[config.mk]
export PLATFORM = sky130hd
export DESIGN_NAME = fault_black_box
export DESIGN_NICKNAME = d
export VERILOG_FILES = /design/src/bbox_pkg.sv /design/src/byte_pace_timer.sv /design/src/fault_black_box.sv
export VERILOG_INCLUDE_DIRS = /design/src
export SDC_FILE = /design/constraint.sdc
export NUM_CORES = 1
export LEC_CHECK = 0
export ABC_AREA = 1
export BUFFER_PORTS_ARGS = -buffer_cell sky130_fd_sc_hd__buf_2
export CORE_MARGIN = 8
export CORE_UTILIZATION = 40
export DETAILED_ROUTE_END_ITERATION = 16
export PLACE_DENSITY_LB_ADDON = 0.05
export SLEW_MARGIN = 20
export SYNTH_ARGS = -nofsm -noshare
export SYNTH_HDL_FRONTEND = slang
export SYNTH_SLANG_ARGS = --single-unit
export TNS_END_PERCENT = 5
[constraint.sdc]
create_clock -name CLK -period 6.8 [get_ports CLK]
set_input_delay 0.34 -clock CLK [delete_from_list [all_inputs] [get_ports CLK]]
set_output_delay 0.34 -clock CLK [all_outputs]
set_load 0.005 [all_outputs]
[src/bbox_map.svh]
// Register offsets, EEPROM layout, reset values and timing counts.
`ifndef BBOX_MAP_SVH
`define BBOX_MAP_SVH

`define OFS_LATCH_LOW    8'h00
`define OFS_LATCH_HIGH   8'h04
`define OFS_LIVE_STATUS  8'h08
`define OFS_SNAP_STATUS  8'h0C
`define OFS_REC_CTRL     8'h10
`define OFS_REC_STATUS   8'h14

`define CTRL_REC_EN_BIT  0
`define CTRL_RESCAN_BIT  1
`define CTRL_RESET       1'b0

`define USER_BASE        16'hF900
`define USER_LAST        16'hF9FF
`define REC_BASE         16'hF980
`define REC_LAST_SLOT    16'hF9F8
`define REC_SLOTS        5'h10
`define REC_LAST_IDX     4'hF
`define REC_LAST_BYTE    3'h7
`define REC_USED_BIT     7

`define RESP_OKAY        2'h0
`define RESP_SLVERR      2'h2

`define CLK_PERIOD_NS    20
`define BYTE_PROG_NS     250000

`endif

[src/bbox_pkg.sv]
// Types shared by the fault latch and black box recorder.
package bbox_pkg;

  typedef enum logic [1:0] {
    CAUSE_SEQUENCE,
    CAUSE_TIMEOUT,
    CAUSE_MONITOR
  } exit_cause_t;

  typedef struct packed {
    logic        change;
    logic [5:0]  next_state;
    exit_cause_t cause;
    logic        latch_en;
    logic        record_state;
  } seq_event_t;

  typedef struct packed {
    logic [7:0] lim;
    logic [3:0] gpi;
    logic [7:0] ov;
    logic [7:0] uv;
  } status_t;

  typedef struct packed {
    logic        req;
    logic        write;
    logic [15:0] addr;
    logic [7:0]  wdata;
  } ee_cmd_t;

  typedef enum logic [2:0] {
    ST_SCAN,
    ST_IDLE,
    ST_PROG,
    ST_PACE,
    ST_FULL
  } rec_state_t;

endpackage

[src/byte_pace_timer.sv]
// Down counter that spaces successive EEPROM byte programs.
`timescale 1ns/100ps
`default_nettype none

module byte_pace_timer #(
  parameter int unsigned CYCLES = 12500
) (
  input  wire logic CLK,
  input  wire logic RST,
  input  wire logic start,
  output logic      done
);

  localparam int unsigned W = $clog2(CYCLES + 1);

  logic [W-1:0] cnt_ff;

  always_ff @(posedge CLK) begin
    if (RST)
      cnt_ff <= '0;
    else if (start)
      cnt_ff <= W'(CYCLES);
    else if (cnt_ff != '0)
      cnt_ff <= cnt_ff - 1'b1;
  end

  assign done = (cnt_ff == '0) && !start;

endmodule // byte_pace_timer

`default_nettype wire

[src/fault_black_box.sv]
// Fault latch, live and snapshot status, and EEPROM black box recorder.
//
// Operation
// - One latch bit per input, set by its fault, readable by host.
// - Each sequencer state's config enables or disables fault latching.
// - Status registers report per-input UV, OV and limit faults.
// - Live status follows inputs without latching.
// - Snapshot status captured at each state change, held until next.
// - 0xF980..0xF9FF is user storage unless recording is enabled.
// - Records use 0xF980..0xF9FF, sixteen at most.
// - Entering a record-writing state launches one record write.
// - Record holds status captured as the previous state was left.
// - Record: used flag 0, previous state, exit cause, status, checksum.
// - Record is eight bytes programmed one by one, about 2 ms.
// - A started record write finishes before any other begins.
// - After power-on, scan slots for first used flag reading 1.
// - Slots start at 0xF980 in steps of eight, last at 0xF9F8.
// - Recorder only programs bytes, never erases.
// - With all slots used, stop writing and keep earliest records.
// - Host erases then resets recorder; recorder rescans for free slot.
// - Exit cause distinguishes sequence, monitor and timeout routes.
// - Previous-state field wide enough for 63 states.
`timescale 1ns/100ps
`default_nettype none
`include "bbox_map.svh"

module fault_black_box #(
  parameter int unsigned BYTE_PROG_CYCLES =
    (`BYTE_PROG_NS + `CLK_PERIOD_NS - 1) / `CLK_PERIOD_NS
) (
  input  wire logic                CLK,
  input  wire logic                RST,
  input  wire logic [7:0]          UV_PINS,
  input  wire logic [7:0]          OV_PINS,
  input  wire logic [3:0]          GP_INPUT_PINS,
  input  wire logic [7:0]          CONVERSION_LIMIT_FLAGS,
  input  wire bbox_pkg::seq_event_t SEQ,
  output bbox_pkg::ee_cmd_t        EE_CMD,
  input  wire logic                EE_ACK,
  input  wire logic [7:0]          EE_RDATA,
  input  wire logic                AWVALID,
  output logic                     AWREADY,
  input  wire logic [7:0]          AWADDR,
  input  wire logic                WVALID,
  output logic                     WREADY,
  input  wire logic [31:0]         WDATA,
  input  wire logic [3:0]          WSTRB,
  output logic                     BVALID,
  input  wire logic                BREADY,
  output logic [1:0]               BRESP,
  input  wire logic                ARVALID,
  output logic                     ARREADY,
  input  wire logic [7:0]          ARADDR,
  output logic                     RVALID,
  input  wire logic                RREADY,
  output logic [31:0]              RDATA,
  output logic [1:0]               RRESP
);
  import bbox_pkg::*;

  // Comparator pins are asynchronous; a bit moves only when the last two
  // stages agree, which also rejects a single-stage glitch.
  logic [19:0]     pin_s1_ff, pin_s2_ff, pin_s3_ff, pin_ff;
  status_t         live;
  status_t         snap_ff;
  logic [7:0]      fault_lo, lat_lo_ff, lat_hi_ff, nxt_lat_lo, nxt_lat_hi;
  logic            latch_en_ff;
  logic [5:0]      cur_state_ff, prev_state_ff;
  exit_cause_t     cause_ff;
  rec_state_t      st_ff, nxt_st;
  logic [3:0]      slot_ff, nxt_slot;
  logic [2:0]      bidx_ff, nxt_bidx;
  logic [7:0][7:0] rbuf_ff, nrec;
  logic [7:0]      sum;
  logic            rec_en_ff, rescan_ff, pace_start, pace_done, rec_go;
  logic            aw_ff, w_ff, bvalid_ff, rvalid_ff;
  logic [7:0]      awaddr_ff;
  logic [31:0]     wdata_ff, rdata_ff, nxt_rdata;
  logic [3:0]      wstrb_ff;
  logic [1:0]      bresp_ff, rresp_ff, nxt_rresp;
  logic [4:0]      used_count;

  always_ff @(posedge CLK) begin
    if (RST) begin
      pin_s1_ff <= '0;
      pin_s2_ff <= '0;
      pin_s3_ff <= '0;
      pin_ff    <= '0;
    end else begin
      pin_s1_ff <= {GP_INPUT_PINS, OV_PINS, UV_PINS};
      pin_s2_ff <= pin_s1_ff;
      pin_s3_ff <= pin_s2_ff;
      pin_ff    <= (pin_s2_ff & pin_s3_ff) |
                   (pin_ff & (pin_s2_ff | pin_s3_ff));
    end
  end

  assign live = {CONVERSION_LIMIT_FLAGS, pin_ff};
  assign fault_lo = live.uv | live.ov;

  // Write-one-to-clear from the host; a fault in the same cycle wins.
  logic       wr_do, sel_lo, sel_hi, sel_ctrl;
  logic [7:0] clr_lo, clr_hi;
  assign wr_do    = aw_ff && w_ff && !bvalid_ff;
  assign sel_lo   = wr_do && awaddr_ff == `OFS_LATCH_LOW && wstrb_ff[0];
  assign sel_hi   = wr_do && awaddr_ff == `OFS_LATCH_HIGH && wstrb_ff[0];
  assign sel_ctrl = wr_do && awaddr_ff == `OFS_REC_CTRL && wstrb_ff[0];
  assign clr_lo   = sel_lo ? wdata_ff[7:0] : 8'h00;
  assign clr_hi   = sel_hi ? wdata_ff[7:0] : 8'h00;
  assign nxt_lat_lo = (lat_lo_ff & ~clr_lo) |
                      (latch_en_ff ? fault_lo : 8'h00);
  assign nxt_lat_hi = (lat_hi_ff & ~clr_hi) |
                      (latch_en_ff ? live.lim : 8'h00);

  always_ff @(posedge CLK) begin
    if (RST) begin
      lat_lo_ff   <= 8'h00;
      lat_hi_ff   <= 8'h00;
      latch_en_ff <= 1'b0;
    end else begin
      lat_lo_ff <= nxt_lat_lo;
      lat_hi_ff <= nxt_lat_hi;
      if (SEQ.change)
        latch_en_ff <= SEQ.latch_en;
    end
  end

  always_ff @(posedge CLK) begin
    if (RST) begin
      snap_ff       <= '0;
      cur_state_ff  <= 6'h00;
      prev_state_ff <= 6'h00;
      cause_ff      <= CAUSE_SEQUENCE;
    end else if (SEQ.change) begin
      snap_ff       <= live;
      prev_state_ff <= cur_state_ff;
      cur_state_ff  <= SEQ.next_state;
      cause_ff      <= SEQ.cause;
    end
  end

  // The record is built from the same values the snapshot takes at the
  // state change, so it reflects the moment the old state was left.
  always_comb begin
    nrec[0] = {1'b0, 1'b0, cur_state_ff};
    nrec[1] = {SEQ.cause, 2'b00, live.gpi};
    nrec[2] = live.uv;
    nrec[3] = live.ov;
    nrec[4] = live.lim;
    nrec[5] = nxt_lat_lo;
    nrec[6] = nxt_lat_hi;
    sum = 8'h00;
    for (int i = 0; i < 7; i++)
      sum = sum + nrec[i];
    nrec[7] = 8'h00 - sum;
  end

  assign rec_go = SEQ.change && SEQ.record_state && rec_en_ff;

  always_comb begin
    nxt_st     = st_ff;
    nxt_slot   = slot_ff;
    nxt_bidx   = bidx_ff;
    pace_start = 1'b0;
    case (st_ff)
      ST_SCAN: begin
        if (EE_ACK) begin
          if (EE_RDATA[`REC_USED_BIT])
            nxt_st = ST_IDLE;
          else if (slot_ff == `REC_LAST_IDX)
            nxt_st = ST_FULL;
          else
            nxt_slot = slot_ff + 4'h1;
        end
      end
      ST_IDLE: begin
        if (rescan_ff) begin
          nxt_st   = ST_SCAN;
          nxt_slot = 4'h0;
        end else if (rec_go) begin
          nxt_st   = ST_PROG;
          nxt_bidx = 3'h0;
        end
      end
      ST_PROG: begin
        if (EE_ACK) begin
          pace_start = 1'b1;
          nxt_st     = ST_PACE;
        end
      end
      ST_PACE: begin
        if (pace_done) begin
          if (bidx_ff != `REC_LAST_BYTE) begin
            nxt_bidx = bidx_ff + 3'h1;
            nxt_st   = ST_PROG;
          end else if (slot_ff == `REC_LAST_IDX) begin
            nxt_st = ST_FULL;
          end else begin
            nxt_slot = slot_ff + 4'h1;
            nxt_st   = ST_IDLE;
          end
        end
      end
      ST_FULL: begin
        if (rescan_ff) begin
          nxt_st   = ST_SCAN;
          nxt_slot = 4'h0;
        end
      end
      default: nxt_st = ST_IDLE;
    endcase
  end

  // A rescan requested mid-record waits until the record is finished.
  always_ff @(posedge CLK) begin
    if (RST) begin
      st_ff     <= ST_SCAN;
      slot_ff   <= 4'h0;
      bidx_ff   <= 3'h0;
      rbuf_ff   <= '0;
      rec_en_ff <= `CTRL_RESET;
      rescan_ff <= 1'b0;
    end else begin
      st_ff   <= nxt_st;
      slot_ff <= nxt_slot;
      bidx_ff <= nxt_bidx;
      if (st_ff == ST_IDLE && rec_go && !rescan_ff)
        rbuf_ff <= nrec;
      if (sel_ctrl)
        rec_en_ff <= wdata_ff[`CTRL_REC_EN_BIT];
      if (sel_ctrl && wdata_ff[`CTRL_RESCAN_BIT])
        rescan_ff <= 1'b1;
      else if (nxt_st == ST_SCAN && st_ff != ST_SCAN)
        rescan_ff <= 1'b0;
    end
  end

  byte_pace_timer #(
    .CYCLES (BYTE_PROG_CYCLES)
  ) u_pace (
    .CLK   (CLK),
    .RST   (RST),
    .start (pace_start),
    .done  (pace_done)
  );

  // Only scan reads and byte programs exist on this port; the area is never erased.
  assign EE_CMD.req   = (st_ff == ST_SCAN) || (st_ff == ST_PROG);
  assign EE_CMD.write = (st_ff == ST_PROG);
  assign EE_CMD.addr  = `REC_BASE +
    {9'h000, slot_ff, (st_ff == ST_PROG) ? bidx_ff : 3'h0};
  assign EE_CMD.wdata = rbuf_ff[bidx_ff];

  assign used_count = (st_ff == ST_FULL) ? `REC_SLOTS : {1'b0, slot_ff};

  // AXI4-Lite slave: address and data are taken in either order, one
  // write response and one read response outstanding at most.
  assign AWREADY = !aw_ff && !bvalid_ff;
  assign WREADY  = !w_ff && !bvalid_ff;
  assign BVALID  = bvalid_ff;
  assign BRESP   = bresp_ff;
  assign ARREADY = !rvalid_ff;
  assign RVALID  = rvalid_ff;
  assign RDATA   = rdata_ff;
  assign RRESP   = rresp_ff;

  logic wr_known;
  assign wr_known = awaddr_ff == `OFS_LATCH_LOW ||
                    awaddr_ff == `OFS_LATCH_HIGH ||
                    awaddr_ff == `OFS_REC_CTRL;

  always_ff @(posedge CLK) begin
    if (RST) begin
      aw_ff     <= 1'b0;
      w_ff      <= 1'b0;
      bvalid_ff <= 1'b0;
      awaddr_ff <= 8'h00;
      wdata_ff  <= 32'h0000_0000;
      wstrb_ff  <= 4'h0;
      bresp_ff  <= `RESP_OKAY;
    end else begin
      if (AWVALID && AWREADY) begin
        aw_ff     <= 1'b1;
        awaddr_ff <= AWADDR;
      end
      if (WVALID && WREADY) begin
        w_ff     <= 1'b1;
        wdata_ff <= WDATA;
        wstrb_ff <= WSTRB;
      end
      if (wr_do) begin
        aw_ff     <= 1'b0;
        w_ff      <= 1'b0;
        bvalid_ff <= 1'b1;
        bresp_ff  <= wr_known ? `RESP_OKAY : `RESP_SLVERR;
      end else if (BREADY) begin
        bvalid_ff <= 1'b0;
      end
    end
  end

  always_comb begin
    nxt_rresp = `RESP_OKAY;
    if (ARADDR == `OFS_LATCH_LOW)
      nxt_rdata = {24'h000000, lat_lo_ff};
    else if (ARADDR == `OFS_LATCH_HIGH)
      nxt_rdata = {24'h000000, lat_hi_ff};
    else if (ARADDR == `OFS_LIVE_STATUS)
      nxt_rdata = {4'h0, live};
    else if (ARADDR == `OFS_SNAP_STATUS)
      nxt_rdata = {4'h0, snap_ff};
    else if (ARADDR == `OFS_REC_CTRL)
      nxt_rdata = {30'h0000_0000, rescan_ff, rec_en_ff};
    else if (ARADDR == `OFS_REC_STATUS)
      nxt_rdata = {24'h000000, st_ff == ST_SCAN,
                   st_ff == ST_PROG || st_ff == ST_PACE,
                   st_ff == ST_FULL, used_count};
    else begin
      nxt_rdata = 32'h0000_0000;
      nxt_rresp = `RESP_SLVERR;
    end
  end

  always_ff @(posedge CLK) begin
    if (RST) begin
      rvalid_ff <= 1'b0;
      rdata_ff  <= 32'h0000_0000;
      rresp_ff  <= `RESP_OKAY;
    end else if (ARVALID && ARREADY) begin
      rvalid_ff <= 1'b1;
      rdata_ff  <= nxt_rdata;
      rresp_ff  <= nxt_rresp;
    end else if (RREADY) begin
      rvalid_ff <= 1'b0;
    end
  end
endmodule // fault_black_box

`default_nettype wire

Word-level counts from Yosys, hierarchy flattened. Index checks and enable logic that the tools add are counted.

Register bits: 274. Word-level logic and storage cells: 183.

Bitwise operators: 11. Equality and inequality tests: 21. Multiplexer cells: 54. Reductions and logical operators: 48. Add/subtract/negate cells: 11. Magnitude comparators: 1.

Operators by type and width (number): $mux W28 (4); $mux W8 (7); $mux W3 (15); $add A8 B8 Y8 (5); $and A20 B20 Y20 (2); $or A20 B20 Y20 (2); $mux W14 (2); $bmux W8 S3 (1); $eq A8 B5 Y1 const B (3); $mux W4 (6); $or A8 B8 Y8 (3); $logic_and A1 B1 Y1 (20); $and A8 B8 Y8 (2); $eq A8 B3 Y1 const B (2); $eq A8 B4 Y1 const B (2); $logic_not A8 Y1 (2); $not A8 Y8 (2); $pmux W3 S5 (1); $logic_not A14 Y1 (1); $mux W2 (7); $ne A2 B2 Y1 const B (7); $reduce_bool A14 Y1 (1); $sub A14 B1 Y14 const B (1); $add A12 B8 Y13 const A (1); 23 further kinds (47).

Depth between registers and ports, before layout.
Depth in word-level cells: 11. Mapped depth: 30.

Modules after synthesis. From an unflattened synthesis, not the netlist that was laid out.

Cell total of the unflattened synthesis: 1570. Area, all modules: 12066.6 µm².

By module, submodules not included: fault_black_box (cells each 1441, times used 1, area an instance 11192.0 µm², seq. area each 5084.9 µm²); byte_pace_timer (cells each 129, times used 1, area an instance 874.6 µm², seq. area each 280.3 µm²).

Worst setup path after synthesis. Ideal clock, no wire load.

Path kind: flip-flop to flip-flop. Start: register bvalid_ff (netlist: BVALID). End: register rbuf_ff[63] (netlist bit). Required time: 6.691 ns. Period minus slack after synthesis: 4.340 ns. Arrival time: 4.231 ns. Setup time: 0.109 ns. Slack: 2.460 ns. Buffers on the path: 0. Stages on the path, launching flop included: 29. Cells stage by stage: dfxtp_1 > inv_1 > nand3_2 > nor2_4 > nand2_1 > o21ai_0 > o21ai_0 > inv_1 > fa_1 > inv_1 > fa_1 > inv_1 > fa_1 > inv_1 > fa_1 > inv_1 > ha_1 > nand3_1 > nand3_1 > nand2_1 > nand2_1 > a21oi_1 > inv_1 > nand3_1 > nand2_1 > nand3_1 > nand3_1 > nand2_1 > inv_1.

Word-level cells in the longest chain between the ends: 11.

Ends and longest elaborated chain: start: declaration (RTL line fault_black_box.sv:76) `logic aw_ff, w_ff, bvalid_ff, rvalid_ff;`; start signal: assignment (RTL line fault_black_box.sv:276) `bvalid_ff <= 1'b0;`; start signal: assignment (RTL line fault_black_box.sv:294) `bvalid_ff <= 1'b1;`; start signal: assignment (RTL line fault_black_box.sv:297) `bvalid_ff <= 1'b0;`; $logic_not A1 Y1 (*) (RTL line fault_black_box.sv:104) `assign wr_do = aw_ff && w_ff && !bvalid_ff;`; $logic_and A1 B1 Y1 (*) (RTL line fault_black_box.sv:104); $logic_and A1 B1 Y1 (no source line); $logic_and A1 B1 Y1 (RTL line fault_black_box.sv:105) `` assign sel_lo = wr_do && awaddr_ff == `OFS_LATCH_LOW && wstrb_ff[0]; ``; $mux W8 (RTL line fault_black_box.sv:108) `assign clr_lo = sel_lo ? wdata_ff[7:0] : 8'h00;`; $not A8 Y8 (RTL line fault_black_box.sv:110) `assign nxt_lat_lo = (lat_lo_ff & ~clr_lo) |`; $and A8 B8 Y8 (RTL line fault_black_box.sv:110); $or A8 B8 Y8 (RTL line fault_black_box.sv:110); $add A8 B8 Y8 (RTL line fault_black_box.sv:154) `sum = sum + nrec[i];`; $add A8 B8 Y8 (*) (RTL line fault_black_box.sv:154); $sub A1 B8 Y8 (*) (RTL line fault_black_box.sv:155) `nrec[7] = 8'h00 - sum;`; end signal: assignment (RTL line fault_black_box.sv:228) `rbuf_ff <= nrec;`; end: declaration (RTL line fault_black_box.sv:73) `logic [7:0][7:0] rbuf_ff, nrec;`.

Mark *: on every way between the ends. The rest lies on a longest branch, timed or not. A chain may end at the register's enable or synchronous reset.

==> results.toml <==
[synthesis]
netlist_area_sq_um = 11920
ys_ff_latch = 268
seq_area_frac_synth = 0.4502
synth-async-reset-ratio = 0
synthTopCellsByArea = "dfxtp_1 45%, o21ai_0 7.9%, a21oi_1 7.9%"
synth_edf_count = 0
ys_warn_count = 0
syn_inst = 1562
yosysTopAreaCell = "dfxtp_1"
syn_avg_cell_area_sq_um = 7.630
synth-main-ff-cell = "dfxtp_1"
synth_commonest_cells = "268 x dfxtp_1, 246 x inv_1, 214 x nor2_1"
synth_top_area_share = 0.4502
yosysMostFrequentCell = "dfxtp_1"
ys_types = 47

[finish]
drive_gt1_frac = 0.1259
final_cells = 2090
final_cell_area_sq_um = 13930
synthToLayoutAreaGrowth_pct = 16.89
n_antenna_cell = 0
final_nets = 1837
post-route-util = 0.4725

[placed_design]
place.gp.congestion = 0.8604
port_buffers = 124
place_area_sq_um = 12740
dp.cells = 2014
pre_cts_slack_ns = 1.855
hpwl_um = 23970

[drt]
drt_wl_total_um = 33520
ant_nets = 0
vias = 10210
remaining_drc_errors = 0
vias_per_cell = 4.883
first_pass_iters = 5
drtIter0Drc = 626
wire_per_inst_um = 16.04

[grt]
grt_overflow = 0
met1_usage = 0.2536
antenna_found_initial = 0
grt_pass1_vias = 9712
use_met3 = 0.03438
busiest_layer = "met2"
grt_pass1_wl_um = 53540
grt_max_degree = 97
grt.total_usage = 0.1859
grt_use_met2 = 0.2923

[setup_path]
path_max_fanout = 7
worst-setup-path-type = "reg -> reg"
critPathArrivalTime_ns = 5.45
start_kind = "flop"
critPathMaxStageDelay_ns = 0.59
cp-end-kind = "flop"
crit_chain = "nor2_1 > nand2_1 > nor2_1 > nand2_1 > o21ai_0 > o21ai_0 > fa_1 > inv_1 > fa_1 > fa_1 > inv_1 > fa_1 > inv_1 > ha_1 > a21oi_1 > nand3_1 > nand2_1 > inv_1 > nand2_1 > nand3_1 > nand2_1 > inv_1"
slowest_stage = "fa_1"
critPathRequiredTime_ns = 7.25

[clocking]
cts_root_buffer = "clkbuf_16"
cts_buffer_depth = 3
numCtsBuffers = 30
cts_tree = "done"
clk_pin_slew_worst_paths_ns = 0.06
clkSinkCount = 268
ctsResizeCount = 0
cts_hold_buf = 22
postCtsSetupBuffers = 0
cts.htree.levels = 1
clk_latency_ns = 0.56

[power_and_ir_drop]
cellLeakagePower_nw = 6.157
power.total_mw = 3.980
powerDensity_nw_per_um2 = 285.7
peakVddDrop_mv = 0.1766

[timing]
tightest_slew_ns = 1.000
final-hold-violation-count = 0
skew_ns = 0.01810
setup_tns_ns = 0
whs_ns = 0.03380
setup_violations = 0
fmax_mhz = 200.0
timing.max_slew.rel_slack = 0.3325
finalWorstSetupSlack_ns = 1.800
rsz0062_at_grt = "no"
min_period_ns = 5.000
fin_crit_sh = 0.7352
slew_viol_final = 0

[floorplan]
core-area_sq_um = 29480
die_h_um = 188.6
initial_utilization = 0.4043
die-area_sq_um = 35570
die_w_um = 188.6
rows = 63
io_pins = 174

[flow_run]
cap_violations = 0

[outcome]
status = "finished, final reports clean"

[min_path]
min-delay-path-class = "in -> reg"
final cells by class:
cell class                      instances  area, sq um
Fill cell                            3035        15550
Sequential cell                       268         5365
Multi-Input combinational cell        972         5255
Inverter                              253        953.4
Timing Repair Buffer                  153        895.9
Clock buffer                           37        838.3
Tap cell                              390        488.0
Clock inverter                         17        135.1
routing by layer:
| metal | wire, um | up-vias |
|---|---|---|
| li1 | - | 5220 |
| met1 | 15800 | 4682 |
| met2 | 14790 | 253 |
| met3 | 1946 | 50 |
| met4 | 986 | 0 |
| met5 | 0 | - |
path summary, 6_finish.rpt:
kind	startpoint	to	slack [ns]	cells past startpoint
hold / removal	AWADDR[1]	awaddr_ff[1]	0.03	3
setup / recovery	awaddr_ff[7]	rbuf_ff[63]	1.80	22
setup reg to reg	awaddr_ff[7]	rbuf_ff[63]	1.80	22
hold reg to reg	pin_s1_ff[2]	pin_s2_ff[2]	0.40	2
sequential cells by signal, indices dropped and copies added (netlist names), 3 cells and up:
name,cells
pin_s1_ff,20
u_pace.cnt_ff,14
bidx_ff,3
wdata_ff,8
cur_state_ff,6
st_ff,3
lat_lo_ff,8
RDATA,28
awaddr_ff,8
slot_ff,4
pin_s2_ff,20
rbuf_ff,60
pin_s3_ff,20
snap_ff,28
lat_hi_ff,8
pin_ff,20
where the power goes:
part | switching, mW | leakage, nW | internal, mW
Combinational | 0.433 | 3.51 | 0.262
Clock | 0.661 | 0.464 | 0.912
Sequential | 0.0595 | 2.19 | 1.65
Total | 1.15 | 6.16 | 2.83
kinds of logic after synthesis:
kind of cell,Yosys count,share of synthesized area
other cells,2,0.0006302
simple gates,468,0.1649
fa+ha+maj,52,0.07349
flops,268,0.4502
xor+xnor,10,0.007349
compound gates,427,0.1904
buf+inv,335,0.1130
placed cells by master, fill, tap and decap left out, types with 7 or more instances in the layout:
| cell type | netlist | routed |
|---|---|---|
| conb_1 | 2 | 15 |
| fa_1 | 30 | 30 |
| dlygate4sd3_1 | 0 | 22 |
| inv_1 | 246 | 245 |
| nand2_1 | 171 | 171 |
| dfxtp_1 | 268 | 268 |
| nand3_1 | 46 | 46 |
| a21oi_1 | 188 | 188 |
| buf_4 | 19 | 8 |
| clkinv_2 | 0 | 8 |
| clkinvlp_4 | 0 | 7 |
| buf_2 | 6 | 123 |
| a211oi_1 | 7 | 7 |
| nor2_1 | 214 | 214 |
| nor3_1 | 7 | 7 |
| o21ai_0 | 189 | 189 |
| clkbuf_16 | 0 | 31 |
| ha_1 | 22 | 22 |
worst max-delay path, delay by kind of cell (launching register included):
family / cells / cell delay (ns)
adder cells (fa/ha/maj): 5 / 2.39
flip-flops: 1 / 0.31
AO/OA/AOI/OAI: 3 / 0.80
AND/OR/NAND/NOR: 9 / 1.17
buffers and inverters: 5 / 0.23
(Power assumes the default switching activity.)
